### src/hdl/sync_serial_defs.svh
// register offsets, field positions and reset values of the serial port
`ifndef SYNC_SERIAL_DEFS_SVH
`define SYNC_SERIAL_DEFS_SVH
// ----------------------------------------
// register byte offsets
// ----------------------------------------
`define OFS_RX_STAT 8'h00
`define OFS_RX_DATA 8'h04
`define OFS_TX_STAT 8'h08
`define OFS_BAUD_CTL 8'h0C
`define OFS_DIV_HI 8'h10
`define OFS_DIV_LO 8'h14
`define OFS_TX_DATA 8'h18
`define OFS_IRQ_FLAGS 8'h1C
`define OFS_IRQ_EN 8'h20
`define OFS_IRQ_PRIO 8'h24
`define OFS_CORE_CTL 8'h28
// ----------------------------------------
// field positions
// ----------------------------------------
`define B_PORT_EN 7
`define B_RX9_EN 6
`define B_SINGLE_RECEIVE_ENABLE 5
`define B_CONTINUOUS_RECEIVE_ENABLE 4
`define B_OVERRUN 1
`define B_RX9_VAL 0
`define B_CLOCK_SOURCE_MASTER 7
`define B_TX9_EN 6
`define B_TRANSMIT_ENABLE 5
`define B_SYNC 4
`define B_TRMT 1
`define B_TX9_VAL 0
`define B_WIDE_DIV 3
`define B_RXF 5
`define B_TXF 4
`define B_GIE 7
`define B_PERIPHERAL_IRQ_ENABLE 6
// ----------------------------------------
// reset values and character lengths
// ----------------------------------------
`define RST_BYTE 8'h00
`define LEN_NARROW 4'h8
`define LEN_WIDE 4'h9
`endif

### src/hdl/sync_serial_pkg.sv
// types shared by the synchronous serial port
package sync_serial_pkg;
   // operating direction of the serial unit
   typedef enum logic [1:0]
   {
      MODE_OFF = 2'b00,
      MODE_TX = 2'b01,
      MODE_RX = 2'b10
   } link_mode_e;
   typedef logic [8:0] char_t; // one character, ninth bit on top
endpackage : sync_serial_pkg

### src/hdl/sync_serial_port.sv
// synchronous serial port: master receive, slave transmit and receive
// What this block does
// - ninth-bit enable gives nine-bit characters
// - receive enables start master clock generation
// - receive flag set after full character
// - interrupt when receive flag and enable
// - data read returns oldest character low byte
// - overrun cleared by continuous enable or port
// - clock-source bit low selects slave clocking
// - slave transmits unless a receive enable set
// - unit works only with port enable
// - first written character starts shifting immediately
// - second character held, transmit flag clear
// - held character moves, then transmit flag sets
// - transmit flag with enables wakes core
// - slave receive always continuous, single enable alone also receives
// - slave keeps receiving while core sleeps
// - completed character wakes core, vector gated
// - drive on leading edge, sample on trailing
// - two-deep buffer, third character sets overrun
// - master single receive runs one character, clears
// - new character waits for previous last bit
`timescale 1ns/100ps
`include "sync_serial_defs.svh"
module sync_serial_port
   import sync_serial_pkg::*;
(
   input wire logic clk_sys, // system clock
   input wire logic rst, // synchronous reset, high
   input wire logic psel, // apb select
   input wire logic penable, // apb access phase
   input wire logic pwrite, // apb write
   input wire logic [7:0] paddr, // apb byte address
   input wire logic [31:0] pwdata, // apb write data
   output logic [31:0] prdata, // apb read data
   output logic pready, // apb ready
   output logic pslverr, // apb error, unmapped
   input wire logic dataIn, // data pin input
   output logic dataOut, // data pin output
   output logic dataOe, // data pin drive enable
   input wire logic clkPinIn, // link clock pin input
   output logic clkPinOut, // link clock pin output
   output logic clkPinOe, // link clock pin drive enable
   output logic wakeReq, // wake request to the core
   output logic irqVector // vectored interrupt request
);

   // ----------------------------------------
   // register storage
   // ----------------------------------------
   logic [7:0] rxCtl_reg; // receive control byte
   logic [7:0] txCtl_reg; // transmit control byte
   logic [7:0] baudCtl_reg; // baud options
   logic [7:0] divHi_reg; // divisor high byte
   logic [7:0] divLo_reg; // divisor low byte
   logic [7:0] irqEn_reg; // flag enables
   logic [7:0] irqPrio_reg; // priorities, stored only
   logic [7:0] coreCtl_reg; // global and peripheral enable
   logic overrun_reg; // receive overrun
   logic [31:0] prdata_reg; // captured read data
   logic pslverr_reg; // captured decode error
   logic wakeReq_reg; // registered wake
   logic irqVector_reg; // registered vector request

   // ----------------------------------------
   // decoded control bits
   // ----------------------------------------
   logic portEn; // unit enable
   logic unitRst; // reset or unit disabled
   logic masterSel; // generate clock ourselves
   logic srenBit; // single receive
   logic crenBit; // continuous receive
   logic rx9En; // nine-bit receive
   logic tx9En; // nine-bit transmit
   link_mode_e linkMode; // current direction

   assign portEn = rxCtl_reg[`B_PORT_EN];
   assign unitRst = rst | ~portEn;
   assign masterSel = txCtl_reg[`B_CLOCK_SOURCE_MASTER];
   assign srenBit = rxCtl_reg[`B_SINGLE_RECEIVE_ENABLE];
   assign crenBit = rxCtl_reg[`B_CONTINUOUS_RECEIVE_ENABLE];
   assign rx9En = rxCtl_reg[`B_RX9_EN];
   assign tx9En = txCtl_reg[`B_TX9_EN];

   // character length in link clocks
   function automatic logic [3:0] charLen(input logic ninth);
      charLen = ninth ? `LEN_WIDE : `LEN_NARROW;
   endfunction : charLen

   // direction: either receive enable selects receive
   always_comb
   begin
      if (!portEn || !txCtl_reg[`B_SYNC])
         linkMode = MODE_OFF;
      else if (srenBit || crenBit)
         linkMode = MODE_RX;
      else if (txCtl_reg[`B_TRANSMIT_ENABLE])
         linkMode = MODE_TX;
      else
         linkMode = MODE_OFF;
   end

   // ----------------------------------------
   // apb decode
   // ----------------------------------------
   logic setupPh; // first cycle of a transfer
   logic accessDone; // transfer completes now
   logic wrEn; // write completes now
   logic rdDataPop; // data register read completes

   assign setupPh = psel & ~penable;
   assign accessDone = psel & penable;
   assign wrEn = accessDone & pwrite;
   assign rdDataPop = accessDone & ~pwrite & (paddr == `OFS_RX_DATA);
   assign pready = 1'b1; // no wait states
   assign prdata = prdata_reg;
   assign pslverr = pslverr_reg & accessDone;

   // true for a mapped offset
   function automatic logic isMapped(input logic [7:0] a);
      case (a)
         `OFS_RX_STAT, `OFS_RX_DATA, `OFS_TX_STAT, `OFS_BAUD_CTL,
         `OFS_DIV_HI, `OFS_DIV_LO, `OFS_TX_DATA, `OFS_IRQ_FLAGS,
         `OFS_IRQ_EN, `OFS_IRQ_PRIO, `OFS_CORE_CTL: isMapped = 1'b1;
         default: isMapped = 1'b0;
      endcase
   endfunction : isMapped

   // ----------------------------------------
   // pin synchronisers
   // ----------------------------------------
   logic clkS1; // first stage, read only by clkS2
   logic clkS2; // clean link clock
   logic clkS3; // history for edge detection
   logic datS1; // first stage, read only by datS2
   logic datS2; // clean data level

   // two stages before anything reads the pins
   always_ff @(posedge clk_sys)
   begin
      if (rst)
      begin
         clkS1 <= 1'b0;
         clkS2 <= 1'b0;
         clkS3 <= 1'b0;
         datS1 <= 1'b0;
         datS2 <= 1'b0;
      end
      else
      begin
         clkS1 <= clkPinIn;
         clkS2 <= clkS1;
         clkS3 <= clkS2;
         datS1 <= dataIn;
         datS2 <= datS1;
      end
   end

   // ----------------------------------------
   // master clock divider
   // ----------------------------------------
   logic [15:0] divisor; // active divisor
   logic [15:0] divCnt_reg; // cycles in this half period
   logic clkGen_reg; // generated link clock
   logic tick; // half period elapsed
   logic genActive; // master clock may run
   logic rxRun; // receiver shifting
   logic tsrBusy_reg; // shift register holds a character
   logic leadPulse; // leading (rising) link edge
   logic trailPulse; // trailing (falling) link edge

   assign divisor = baudCtl_reg[`B_WIDE_DIV] ? {divHi_reg, divLo_reg}
                                            : {8'h00, divLo_reg};
   assign tick = (divCnt_reg == divisor);
   assign rxRun = (linkMode == MODE_RX) & ~overrun_reg;
   // receive enables alone start the clocks
   assign genActive = masterSel &
      (rxRun | ((linkMode == MODE_TX) & tsrBusy_reg));
   // slave edges come from the synchronised pin
   assign leadPulse = masterSel ? (genActive & tick & ~clkGen_reg)
                                : (clkS2 & ~clkS3);
   assign trailPulse = masterSel ? (genActive & tick & clkGen_reg)
                                 : (~clkS2 & clkS3);

   // half period counter; idles low while genActive is clear
   always_ff @(posedge clk_sys)
   begin
      if (unitRst || !genActive)
      begin
         divCnt_reg <= 16'h0000;
         clkGen_reg <= 1'b0; // stops at once when cut off
      end
      else if (tick)
      begin
         divCnt_reg <= 16'h0000;
         clkGen_reg <= ~clkGen_reg;
      end
      else
         divCnt_reg <= divCnt_reg + 16'h0001;
   end

   // ----------------------------------------
   // receive shifter
   // ----------------------------------------
   logic [3:0] rxCnt_reg; // bits taken so far
   char_t rsr_reg; // partial character
   char_t rxWord; // character as completed
   logic rxDone; // full character this cycle

   assign rxDone = rxRun & trailPulse &
      (rxCnt_reg == charLen(rx9En) - 4'h1);

   // merge the final bit; narrow characters read zero on top
   always_comb
   begin
      rxWord = rsr_reg;
      rxWord[rxCnt_reg] = datS2;
      if (!rx9En)
         rxWord[8] = 1'b0;
   end

   // sample on trailing edge, lsb first
   always_ff @(posedge clk_sys)
   begin
      if (unitRst || !rxRun)
         rxCnt_reg <= 4'h0; // partial character discarded
      else if (trailPulse)
      begin
         rsr_reg[rxCnt_reg] <= datS2;
         if (rxDone)
            rxCnt_reg <= 4'h0;
         else
            rxCnt_reg <= rxCnt_reg + 4'h1;
      end
   end

   // ----------------------------------------
   // two-entry receive buffer
   // ----------------------------------------
   char_t fifoMem [0:1]; // stored characters
   logic rdPtr_reg; // oldest entry
   logic [1:0] fifoCnt_reg; // entries held
   logic wrPtr; // next free entry
   logic push; // store a character
   logic pop; // software consumed one

   assign wrPtr = rdPtr_reg ^ fifoCnt_reg[0];
   assign push = rxDone & (fifoCnt_reg != 2'h2);
   assign pop = rdDataPop & (fifoCnt_reg != 2'h0);

   // storage never overwritten while full
   always_ff @(posedge clk_sys)
   begin
      if (push)
         fifoMem[wrPtr] <= rxWord;
   end

   // occupancy and read pointer
   always_ff @(posedge clk_sys)
   begin
      if (unitRst)
      begin
         rdPtr_reg <= 1'b0;
         fifoCnt_reg <= 2'h0;
      end
      else
      begin
         if (pop)
            rdPtr_reg <= ~rdPtr_reg;
         case ({push, pop})
            2'b10: fifoCnt_reg <= fifoCnt_reg + 2'h1;
            2'b01: fifoCnt_reg <= fifoCnt_reg - 2'h1;
            default: fifoCnt_reg <= fifoCnt_reg;
         endcase
      end
   end

   // overrun: third full character with buffer full
   always_ff @(posedge clk_sys)
   begin
      if (unitRst)
         overrun_reg <= 1'b0;
      else if (rxDone && fifoCnt_reg == 2'h2)
         overrun_reg <= 1'b1;
      else if (!crenBit && (!srenBit || pop))
         overrun_reg <= 1'b0;
   end

   // ----------------------------------------
   // transmit path
   // ----------------------------------------
   logic [7:0] txHold_reg; // waiting character
   logic txFull_reg; // waiting character present
   char_t tsr_reg; // character being shifted
   logic [3:0] txCnt_reg; // bits driven so far
   logic dataOut_reg; // driven data level
   logic txLoad; // move held character to shifter
   logic wrTx; // software wrote a character

   assign wrTx = wrEn & (paddr == `OFS_TX_DATA);
   assign txLoad = txFull_reg & ~tsrBusy_reg &
      (linkMode == MODE_TX);

   // a new write wins over a same-cycle transfer out
   always_ff @(posedge clk_sys)
   begin
      if (unitRst)
         txFull_reg <= 1'b0;
      else if (wrTx)
      begin
         txFull_reg <= 1'b1;
         txHold_reg <= pwdata[7:0];
      end
      else if (txLoad)
         txFull_reg <= 1'b0;
   end

   // shift out: drive on leading edge, finish after trailing
   always_ff @(posedge clk_sys)
   begin
      if (unitRst || linkMode != MODE_TX)
      begin
         tsrBusy_reg <= 1'b0;
         txCnt_reg <= 4'h0;
         dataOut_reg <= 1'b0;
      end
      else if (txLoad)
      begin
         tsr_reg <= {txCtl_reg[`B_TX9_VAL], txHold_reg};
         tsrBusy_reg <= 1'b1;
         txCnt_reg <= 4'h0;
      end
      else if (tsrBusy_reg && leadPulse)
      begin
         dataOut_reg <= tsr_reg[txCnt_reg];
         txCnt_reg <= txCnt_reg + 4'h1;
      end
      else if (tsrBusy_reg && trailPulse &&
               txCnt_reg == charLen(tx9En))
         tsrBusy_reg <= 1'b0;
   end

   assign dataOut = dataOut_reg;
   assign dataOe = (linkMode == MODE_TX);
   assign clkPinOut = clkGen_reg;
   assign clkPinOe = portEn & txCtl_reg[`B_SYNC] & masterSel;

   // ----------------------------------------
   // flags and wake
   // ----------------------------------------
   logic rxFlag; // unread character present
   logic txFlag; // transmit register free
   logic wakeNext; // enabled flag pending

   assign rxFlag = (fifoCnt_reg != 2'h0);
   assign txFlag = ~txFull_reg;
   assign wakeNext = coreCtl_reg[`B_PERIPHERAL_IRQ_ENABLE] &
      ((rxFlag & irqEn_reg[`B_RXF]) |
       (txFlag & irqEn_reg[`B_TXF]));

   // requests run regardless of the core sleeping
   always_ff @(posedge clk_sys)
   begin
      if (rst)
      begin
         wakeReq_reg <= 1'b0;
         irqVector_reg <= 1'b0;
      end
      else
      begin
         wakeReq_reg <= wakeNext;
         irqVector_reg <= wakeNext & coreCtl_reg[`B_GIE];
      end
   end

   assign wakeReq = wakeReq_reg;
   assign irqVector = irqVector_reg;

   // ----------------------------------------
   // register writes
   // ----------------------------------------
   // single receive clears after one master character
   always_ff @(posedge clk_sys)
   begin
      if (rst)
         rxCtl_reg <= `RST_BYTE;
      else if (wrEn && paddr == `OFS_RX_STAT)
         rxCtl_reg <= {pwdata[7:4], 4'h0};
      else if (rxDone && masterSel)
         rxCtl_reg[`B_SINGLE_RECEIVE_ENABLE] <= 1'b0;
   end

   // plain read-write control registers
   always_ff @(posedge clk_sys)
   begin
      if (rst)
      begin
         txCtl_reg <= `RST_BYTE;
         baudCtl_reg <= `RST_BYTE;
         divHi_reg <= `RST_BYTE;
         divLo_reg <= `RST_BYTE;
         irqEn_reg <= `RST_BYTE;
         irqPrio_reg <= `RST_BYTE;
         coreCtl_reg <= `RST_BYTE;
      end
      else if (wrEn)
      begin
         case (paddr)
            `OFS_TX_STAT: txCtl_reg <= {pwdata[7:4], 3'h0, pwdata[0]};
            `OFS_BAUD_CTL: baudCtl_reg <= pwdata[7:0];
            `OFS_DIV_HI: divHi_reg <= pwdata[7:0];
            `OFS_DIV_LO: divLo_reg <= pwdata[7:0];
            `OFS_IRQ_EN: irqEn_reg <= pwdata[7:0] & 8'h30;
            `OFS_IRQ_PRIO: irqPrio_reg <= pwdata[7:0] & 8'h30;
            `OFS_CORE_CTL: coreCtl_reg <= pwdata[7:0] & 8'hC0;
            default: ;
         endcase
      end
   end

   // ----------------------------------------
   // register reads
   // ----------------------------------------
   logic [7:0] rdByte; // selected register
   char_t topChar; // oldest buffered character

   assign topChar = rxFlag ? fifoMem[rdPtr_reg] : 9'h000;

   // read mux; write-only data reads zero
   always_comb
   begin
      rdByte = 8'h00;
      case (paddr)
         `OFS_RX_STAT: rdByte = {rxCtl_reg[7:4], 2'b00,
                                 overrun_reg, topChar[8]};
         `OFS_RX_DATA: rdByte = topChar[7:0];
         `OFS_TX_STAT: rdByte = {txCtl_reg[7:2], ~tsrBusy_reg,
                                 txCtl_reg[0]};
         `OFS_BAUD_CTL: rdByte = baudCtl_reg;
         `OFS_DIV_HI: rdByte = divHi_reg;
         `OFS_DIV_LO: rdByte = divLo_reg;
         `OFS_IRQ_FLAGS: rdByte = {2'b00, rxFlag, txFlag, 4'h0};
         `OFS_IRQ_EN: rdByte = irqEn_reg;
         `OFS_IRQ_PRIO: rdByte = irqPrio_reg;
         `OFS_CORE_CTL: rdByte = coreCtl_reg;
         default: rdByte = 8'h00;
      endcase
   end

   // answer captured in the setup cycle
   always_ff @(posedge clk_sys)
   begin
      if (rst)
      begin
         prdata_reg <= 32'h0000_0000;
         pslverr_reg <= 1'b0;
      end
      else if (setupPh)
      begin
         prdata_reg <= {24'h000000, rdByte};
         pslverr_reg <= ~isMapped(paddr);
      end
   end

endmodule : sync_serial_port

### config.mk
export PLATFORM = sky130hd
export DESIGN_NAME = sync_serial_port
export DESIGN_NICKNAME = d
export VERILOG_FILES = /design/src/hdl/sync_serial_pkg.sv /design/src/hdl/sync_serial_port.sv
export VERILOG_INCLUDE_DIRS = /design/src /design/src/hdl
export SDC_FILE = /design/constraint.sdc
export NUM_CORES = 1
export LEC_CHECK = 0
export ABC_AREA = 1
export BUFFER_PORTS_ARGS = -buffer_cell sky130_fd_sc_hd__buf_2
export CAP_MARGIN = 20
export CORE_MARGIN = 3
export CORE_UTILIZATION = 55
export CTS_CLUSTER_DIAMETER = 40
export DETAILED_ROUTE_END_ITERATION = 10
export GPL_ROUTABILITY_DRIVEN = 0
export MAX_ROUTING_LAYER = met4
export PLACE_DENSITY = 0.77
export SLEW_MARGIN = 10
export SYNTH_ARGS = -nofsm -noshare
export SYNTH_HDL_FRONTEND = slang
export SYNTH_SLANG_ARGS = --single-unit
### constraint.sdc
create_clock -name clk_sys -period 4.5 [get_ports clk_sys]
set_clock_uncertainty 0.15 [all_clocks]
set_input_delay 0.225 -clock clk_sys [delete_from_list [all_inputs] [get_ports clk_sys]]
set_output_delay 0.225 -clock clk_sys [all_outputs]
set_load 0.005 [all_outputs]
==> reports/results.tsv, run 1 <==
metric	value	unit
Util after Layout	0.647	
Die Y	112	um
CP delay by family, top	simple AND/OR/NAND/NOR gates	
relative slew slack	0.377	
Max Buffers Root-to-Sink	2	
top_reg_cell synth	dfxtp_1	
largest net degree at the start of global routing	39	
worst-path fanout max	18	
clk slew on worst S/H paths	60	ps
Final Setup Violations	0	
ANT nets after route	0	
final cycle utilization of the critical path	0.694	
initial antenna violation count	0	
Yosys warning count	0	
Buf/Inv on CP	0	
startpoint types	flip-flop	
post-layout min period	3120	ps
via density per instance	5.53	
Num CTS Buffers	17	
share of the synthesized area in the top cell type	0.285	
Req. time, crit path	4400	ps
synthesized flop and latch total	132	
setup TNS	0	ps
# fillers	904	
synth unique cells	38	
Lkg Pwr	2.78	nW
Routed WL	14900	um
Post-DP HPWL	10500	um
R2R Setup Slk	1380	ps
Slew @ Worst Pin	934	ps
Min-Delay Path Depth	1	
final hold violation count	0	
Die W	112	um
number of synthesized flops with an enable pin	44	
Initial Utilization	0.565	
synth top area cells	dfxtp_1 (28%), edfxtp_1 (21%), nand2_1 (9.7%)	
post-synth top area cell	dfxtp_1	
Worst setup EP type	flip-flop	
TritonRoute pass-1 iters	5	
WS Path Type	flip-flop to flip-flop	
worst-skew pair later-pin latency	420	ps
Syn Area/Cell	7.90	um2
Critical Path Most Common Cell	nand2_1	
most frequent cells in the layout	nand2_1 (160), nor2_1 (107), inv_1 (95)	
number of H-tree levels	4	
worst r2r path cells	10	
DRC viols	0	
Worst Hold Class	primary input to flip-flop	
Congestion Overflow GR	0	
CTS tree	yes	
max reg flops	18	
io pins	87	
buffers added on ports	37	
WP data arrival	3020	ps
run status	finished clean	
Crit. path cell count	10	
Rows	38	
sequential area share after synthesis	0.499	
CP Launch Point	baudCtl_reg[3]	
Root Buffer	clkbuf_16	
critical path cell sequence	nand2_1 -> nand2_1 -> nand2_1 -> nor2_1 -> nand2_1 -> nor2_2 -> nand4_1 -> nand2_1 -> o211ai_2 -> nor2_1	
RSZ-0062 raised after global routing	false	
vias in the first global route	4870	
Placement Setup Slack	1390	ps
Peak supply drop	0.332	mV
vias	5448	
area of the multi-input gates	0.00255	mm2
synth-to-layout area growth	14.5	%
NumNets Final	887	
clock tree sinks	132	
Worst R2R End	fifoMem[1][6]	
crit path capture	fifoMem[1][6]	
synthesized area	0.00618	mm2
Slew Limit Fails	0	
FF+latch area	0.00308	mm2
pwr/cell area	386	mW/mm2
most common cell after layout, fill and taps aside	nand2_1	
CP max stage delay	710	ps
gr usage total	0.242	
Syn Inst Count	783	
wire per inst	15.1	um
final setup margin	1380	ps
Synth async-reset ratio	0	
area of the die	0.0125	mm2
core box area	0.0109	mm2
post-cts resize count	0	
Worst path slowest cell	dfxtp_1	
DRT iter0 DRCs	560	
total of max-cap violations	0	
Fmax	0.320	GHz
first-pass GRT wire length	23400	um
layout cell share with drive strength beyond 1	0.0934	
antenna diode count	0	
Worst R2R Start	baudCtl_reg[3]	
[stage by stage]
step                power (mW)  hold WS (ps)  instance area (um2)  cells
finish                    2.73          31.8                 7080    986
global route              2.81          10.6                 7080    986
CTS                       2.75          2.49                 7080    986
detailed placement        1.31           255                 6370    945
global placement          1.31           250                 6370    945
floorplan                 1.30           174                 6270    806
[how the worst min path moves through the flow]
stage / startpoint / endpoint / slack, ps
finish: pwdata[4] / txHold_reg[4] / 30
global route: pwdata[4] / txHold_reg[4] / 10
CTS: pwdata[4] / txHold_reg[4] / 2
detailed placement: txHold_reg[7] / tsr_reg[7] / 250
global placement: clkS1 / clkS2 / 250
floorplan: pwdata[0] / txHold_reg[0] / 170
[cells by family after synthesis]
kind of cell	share of synthesized area
and+or+nand+nor	0.230
AOI/OAI and AO/OA	0.125
buffers and inverters	0.103
DFF	0.499
xor gates and xnor gates	0.0156
adders and majority gates	0.0142
muxes	0.0119
other	0.00121
[power by group]
group / total [mW] / internal (mW) / switching [mW]
clock: 1.44 / 0.925 / 0.518
sequential: 1.23 / 1.23 / 0.000953
combinational: 0.0641 / 0.0195 / 0.0446
[cell usage after synthesis, types with 9 or more instances]
cell type / count
nand2_1: 160
nor2_1: 107
inv_1: 95
dfxtp_1: 88
o21ai_0: 62
a21oi_1: 60
edfxtp_1: 44
nand3_1: 33
buf_4: 26
nand4_1: 20
o22ai_1: 11
nor3_1: 10
clkbuf_1: 9
[repair_timing]
| action | CTS | global route |
|---|---|---|
| setup buffers | 0 | 0 |
| hold buffers | 9 | 0 |
| hold endpoints to repair | 15 | 0 |
[cell type report]
| type | count | share of cell area |
|---|---|---|
| sequential | 132 | 0.436 |
| multi-input combinational | 536 | 0.360 |
| clock buffer | 19 | 0.0612 |
| inverter | 98 | 0.0520 |
| timing repair buffer | 48 | 0.0410 |
| clock inverter | 13 | 0.0258 |
| tap | 140 | 0.0247 |
[worst reg2reg max path, delay by kind of cell (launching register included)]
kind / cells / cell delay (ps)
flops: 1 / 710
simple gates: 9 / 1700
compound gates: 1 / 190
[metal layers]
metal	track usage	share of wire	vias to the layer above
li1	-	-	2632
met1	0.316	0.44	2491
met2	0.366	0.45	290
met3	0.0593	0.089	35
met4	0.0978	0.023	0
met5	-	0	-
Power figures use the tool's default switching activity.
==> run 2: changes to the inputs <==
--- a/config.mk
+++ b/config.mk
@@ -6,7 +6,7 @@
 export SDC_FILE = /design/constraint.sdc
 export NUM_CORES = 1
 export LEC_CHECK = 0
-export ABC_AREA = 1
+export ABC_AREA = 0
 export BUFFER_PORTS_ARGS = -buffer_cell sky130_fd_sc_hd__buf_2
 export CAP_MARGIN = 20
 export CORE_MARGIN = 3
==> constraint.sdc (replaced) <==
create_clock -name clk_sys -period 3.1 [get_ports clk_sys]
set_clock_uncertainty 0.15 [all_clocks]
set_input_delay 0.155 -clock clk_sys [delete_from_list [all_inputs] [get_ports clk_sys]]
set_output_delay 0.155 -clock clk_sys [all_outputs]
set_load 0.005 [all_outputs]
==> run 2 against run 1 <==
Global-route usage is 1.4 points higher. Area after synthesis grew 3.1%. Design area grew 2.9%. Largest power group unchanged. Fmax is 8.8% higher. Critical path type unchanged. Cell count fell by 15%.
==> reports/results.tsv, run 2 <==
metric	value	unit
Syn Inst Count	633	
Comb power frac	0.033	
hold_sp	paddr[3]	
RSZ-0062 raised after global routing	false	
area of the die	0.0129	mm2
Die Y	114	um
Clk pwr share	0.503	
Die W	114	um
clock tree sinks	132	
Synth async-reset ratio	0	
Area after DPL	0.00659	mm2
worst-path fanout max	13	
R2R Setup Slk	230	ps
synth unique cells	77	
clk slew on worst S/H paths	50	ps
Root Buffer	clkbuf_16	
Worst R2R End	fifoCnt_reg[1]	
io pins	87	
Min-Delay Path Depth	3	
Num CTS Buffers	17	
ANT nets after route	0	
wire per inst	18.2	um
WP data arrival	3070	ps
initial antenna violation count	0	
setup TNS	0	ps
number of synthesized flops with an enable pin	44	
switching power	793	uW
NumNets Final	738	
Initial Utilization	0.575	
Internal	3.07	mW
vias	4975	
most frequent cells in the layout	nor2_1 (88), dfxtp_1 (87), mux2i_1 (51)	
worst-skew pair later-pin latency	420	ps
antenna diode count	0	
synthesized area	0.00637	mm2
first-pass GRT wire length	24900	um
Hold Path End	prdata[5]	
share of the synthesized area in the top cell type	0.276	
synthesized flop and latch total	132	
relative slew slack	0.488	
total of max-cap violations	0	
run status	finished clean	
synth top area cells	dfxtp_1 (28%), edfxtp_1 (21%), mux2i_1 (8.0%)	
Fmax	0.348	GHz
DP Cell Count	794	
pwr/cell area	530	mW/mm2
TritonRoute pass-1 iters	5	
startpoint types	flip-flop	
via density per instance	5.94	
Rows	38	
final cell count without fillers	837	
Slew Limit Fails	0	
largest net degree at the start of global routing	58	
post-layout min period	2870	ps
gr usage total	0.256	
final hold violation count	0	
# fillers	858	
core box area	0.0111	mm2
top_reg_cell synth	dfxtp_1	
Syn Area/Cell	10.1	um2
max reg flops	18	
DRC viols	0	
Lkg Pwr	2.60	nW
number of H-tree levels	4	
vias in the first global route	4840	
sw frac	0.205	
final cycle utilization of the critical path	0.927	
Worst setup EP type	flip-flop	
Final Cell Area	0.00728	mm2
Final Setup Violations	0	
CTS tree	yes	
worst r2r path cells	9	
Congestion Overflow GR	0	
Worst Hold Class	primary input to flip-flop	
WS Path Type	flip-flop to flip-flop	
Post-DP HPWL	10900	um
post-synth top area cell	dfxtp_1	
Peak supply drop	0.499	mV
Max Buffers Root-to-Sink	2	
most common cell after layout, fill and taps aside	nor2_1	
buffers added on ports	37	
DRT iter0 DRCs	416	
sequential area share after synthesis	0.484	
Routed WL	15200	um
share of power burned in registers	0.465	
layout cell share with drive strength beyond 1	0.165	
Slew @ Worst Pin	765	ps
Yosys warning count	0	
Req. time, crit path	3290	ps
synth-to-layout area growth	14.3	%
Worst R2R Start	baudCtl_reg[3]	
most common library cells after synthesis	dfxtp_1 (88), nor2_1 (88), mux2i_1 (51)	
==> run 2: critical path, cell delays in order, from the launching register on <==
cell and delay [ps]:
dfxtp_2 440, nor4bb_1 310, a22oi_1 120, a22oi_2 360
nand4b_4 140, and2_4 220, a211o_1 230, ha_1 320
or3_1 350, a21oi_1 150
==> run 2: logic make-up after synthesis <==
family	after synthesis	synth area share
fa+ha+maj	7	0.0137
xor+xnor	31	0.0426
flops	132	0.484
simple gates	248	0.202
other cells	2	0.00118
compound gates	87	0.0942
mux	63	0.105
buf+inv	63	0.0577
==> run 2: metal layers <==
metal / up-vias / track usage / wire length (um)
met5: - / - / 0
li1: 2311 / - / -
met1: 2394 / 0.322 / 6300
met2: 217 / 0.392 / 7290
met3: 53 / 0.0637 / 1090
met4: 0 / 0.116 / 543
==> run 2: worst max path at each step <==
stage                         startpoint              to  cells past startpoint
final                     baudCtl_reg[3]  fifoCnt_reg[1]                      9
after global routing      baudCtl_reg[3]  fifoCnt_reg[1]                      9
after CTS                 baudCtl_reg[3]  fifoCnt_reg[1]                      9
after detailed placement  baudCtl_reg[3]  fifoCnt_reg[1]                      9
after global placement    baudCtl_reg[3]  fifoCnt_reg[1]                      9
after floorplan           divCnt_reg[14]   fifoMem[0][0]                      7
==> run 2: power groups by stage <==
stage               Sequential (mW)  Clock [mW]  Combinational (mW)
global route                   1.79        2.05               0.137
floorplan                      1.83           0              0.0839
finish                         1.79        1.94               0.126
CTS                            1.79        1.97               0.124
detailed placement             1.83           0               0.113
global placement               1.83           0               0.110
==> run 2: area by class of cell <==
class	instances	area, um2	share of cell area
Sequential cell	132	3080	0.423
Multi-Input combinational cell	461	3010	0.413
Clock buffer	21	472	0.0648
Timing Repair Buffer	62	400	0.0550
Tap cell	140	175	0.0240
Clock inverter	11	108	0.0148
Inverter	10	37.5	0.00515
==> run 2: repair_timing <==
action                                  4_1_cts  5_1_grt
gates resized for setup                       0        1
hold buffers                                 11        0
endpoints found under the hold margin        37        0
endpoints found under the setup margin        0        1
setup buffers                                 0        0
==> run 2: metrics by stage <==
stage               total power, mW  utilization  hold WS [ps]  setup slack [ps]
global route                   3.98        0.658          44.5              57.0
detailed placement             1.94        0.595           225               170
finish                         3.86        0.658          49.2               227
CTS                            3.89        0.657          25.0               120
floorplan                      1.91            -           104               405
global placement               1.94        0.595           215               247
==> run 3: changes to the inputs <==
--- a/config.mk
+++ b/config.mk
@@ -9,13 +9,15 @@
 export ABC_AREA = 0
 export BUFFER_PORTS_ARGS = -buffer_cell sky130_fd_sc_hd__buf_2
 export CAP_MARGIN = 20
+export CELL_PAD_IN_SITES_DETAIL_PLACEMENT = 1
+export CELL_PAD_IN_SITES_GLOBAL_PLACEMENT = 1
 export CORE_MARGIN = 3
-export CORE_UTILIZATION = 55
+export CORE_UTILIZATION = 45
 export CTS_CLUSTER_DIAMETER = 40
 export DETAILED_ROUTE_END_ITERATION = 10
 export GPL_ROUTABILITY_DRIVEN = 0
 export MAX_ROUTING_LAYER = met4
-export PLACE_DENSITY = 0.77
+export PLACE_DENSITY = 0.8
 export SLEW_MARGIN = 10
 export SYNTH_ARGS = -nofsm -noshare
 export SYNTH_HDL_FRONTEND = slang
==> run 3 against run 2 <==
Clock-buffer cell count decreased by 1. Critical path depth increased by 1. Cell count increased by 4.4%. Critical endpoint unchanged. Total power decreased by 0.63%. Sequential share of layout area decreased by 0.22 points. First-iteration DRC count decreased by 18%. Highest routed layer unchanged. Die area increased by 21%. Register-to-register slack got worse by 20 ps.
==> reports/results.tsv, run 3 (same netlist as run 2, synthesis figures left out) <==
metric	value	unit
total power	3.84	mW
layout cell share with drive strength beyond 1	0.170	
synth-to-layout area growth	14.9	%
DRC viols	0	
Die Y	125	um
vias	4984	
RSZ-0062 raised after global routing	false	
core box area	0.0136	mm2
Routed WL	17800	um
run status	finished clean	
worst-skew pair later-pin latency	430	ps
TritonRoute pass-1 iters	5	
first-pass GRT wire length	28300	um
final cycle utilization of the critical path	0.933	
Req. time, crit path	3300	ps
final cell count without fillers	874	
clk slew on worst S/H paths	60	ps
FF+latch area	0.00308	mm2
DP Cell Count	830	
# fillers	1533	
max reg flops	18	
clock tree sinks	132	
wire per inst	20.3	um
Lkg Pwr	2.58	nW
post-layout min period	2890	ps
Initial Utilization	0.470	
Slew Limit Fails	0	
area of the multi-input gates	0.00301	mm2
Post-DP HPWL	12400	um
final hold slack	39.7	ps
Num CTS Buffers	17	
io pins	87	
startpoint types	flip-flop	
antenna diode count	0	
setup TNS	0	ps
pwr/cell area	524	mW/mm2
WS Path Type	flip-flop to flip-flop	
most common cell after layout, fill and taps aside	nor2_1	
most frequent cells in the layout	nor2_1 (88), dfxtp_1 (87), mux2i_1 (51)	
Max Buffers Root-to-Sink	2	
Fmax	0.346	GHz
via density per instance	5.70	
vias in the first global route	5155	
number of H-tree levels	4	
Final Setup Violations	0	
area of the die	0.0156	mm2
Congestion Overflow GR	0	
Worst setup EP type	flip-flop	
Peak supply drop	0.347	mV
DRT iter0 DRCs	343	
total of max-cap violations	0	
final hold violation count	0	
NumNets Final	739	
largest net degree at the start of global routing	57	
Die W	125	um
worst-path fanout max	13	
buffers added on ports	37	
WP data arrival	3090	ps
gr usage total	0.237	
CTS tree	yes	
initial antenna violation count	0	
relative slew slack	0.484	
Worst Hold Class	primary input to flip-flop	
Rows	42	
Slew @ Worst Pin	755	ps
ANT nets after route	0	
Root Buffer	clkbuf_16	
[run 3: changes by cell type in the layout (fill, tap and decap cells not counted)]
cell and delta:
clkinv_4 +1, clkbuf_8 +1, buf_4 +1, clkinvlp_4 +4, clkbuf_1 -1, clkbuf_16 -1, inv_6 +1, clkinv_1 -2
bufinv_16 -1, clkinv_2 -2
[run 3: path summary, 6_finish.rpt]
check	start	to	slack [ps]	cells after the start
max	baudCtl_reg[3]	fifoCnt_reg[1]	210	10
min	paddr[3]	prdata[5]	40	3
max reg2reg	baudCtl_reg[3]	fifoCnt_reg[1]	210	10
min reg2reg	txHold_reg[1]	tsr_reg[1]	270	0
[run 3: critical path: stages (launching register included)]
cell and delay, ps:
dfxtp_2 470, nor4bb_1 330, a22oi_1 130, a22oi_2 190
buf_4 170, nand4b_4 110, and2_4 220, a211o_1 230
ha_1 310, or3_1 350, a21oi_1 140
[run 3: layer usage]
| layer | vias up | GRT usage | routed length (um) | part of all wire |
|---|---|---|---|---|
| li1 | 2311 | - | - | - |
| met4 | 0 | 0.0938 | 514 | 0.029 |
| met2 | 146 | 0.381 | 8740 | 0.49 |
| met5 | - | - | 0 | 0 |
| met3 | 51 | 0.0435 | 753 | 0.042 |
| met1 | 2476 | 0.297 | 7750 | 0.44 |
[run 3: through the flow]
stage,setup WS [ps],area (um2),utilization
2_1_floorplan,405,6460,-
3_3_place_gp,247,6640,0.490
3_5_place_dp,103,6640,0.490
4_1_cts,84.6,7310,0.539
5_1_grt,8.74,7320,0.540
6_report,207,7320,0.540
[run 3: area by class of cell]
class / instances / area share
Sequential cell: 132 / 0.421
Multi-Input combinational cell: 461 / 0.411
Clock buffer: 20 / 0.0624
Timing Repair Buffer: 63 / 0.0557
Tap cell: 176 / 0.0301
Clock inverter: 12 / 0.0147
Inverter: 10 / 0.00513
[run 3: repair_timing]
| action | 4_1_cts | 5_1_grt |
|---|---|---|
| hold buffers | 11 | 0 |
| hold endpoints to repair | 34 | 0 |
| setup endpoints to repair | 0 | 1 |
| gates resized for setup | 0 | 1 |
| buffers inserted | 0 | 1 |
[run 3: power breakdown]
part	switching [mW]	internal (mW)	leakage [nW]
logic	0.0864	0.0449	1.21
clock network	0.773	1.14	0.260
registers	0.00590	1.79	1.11
total	0.865	2.97	2.58
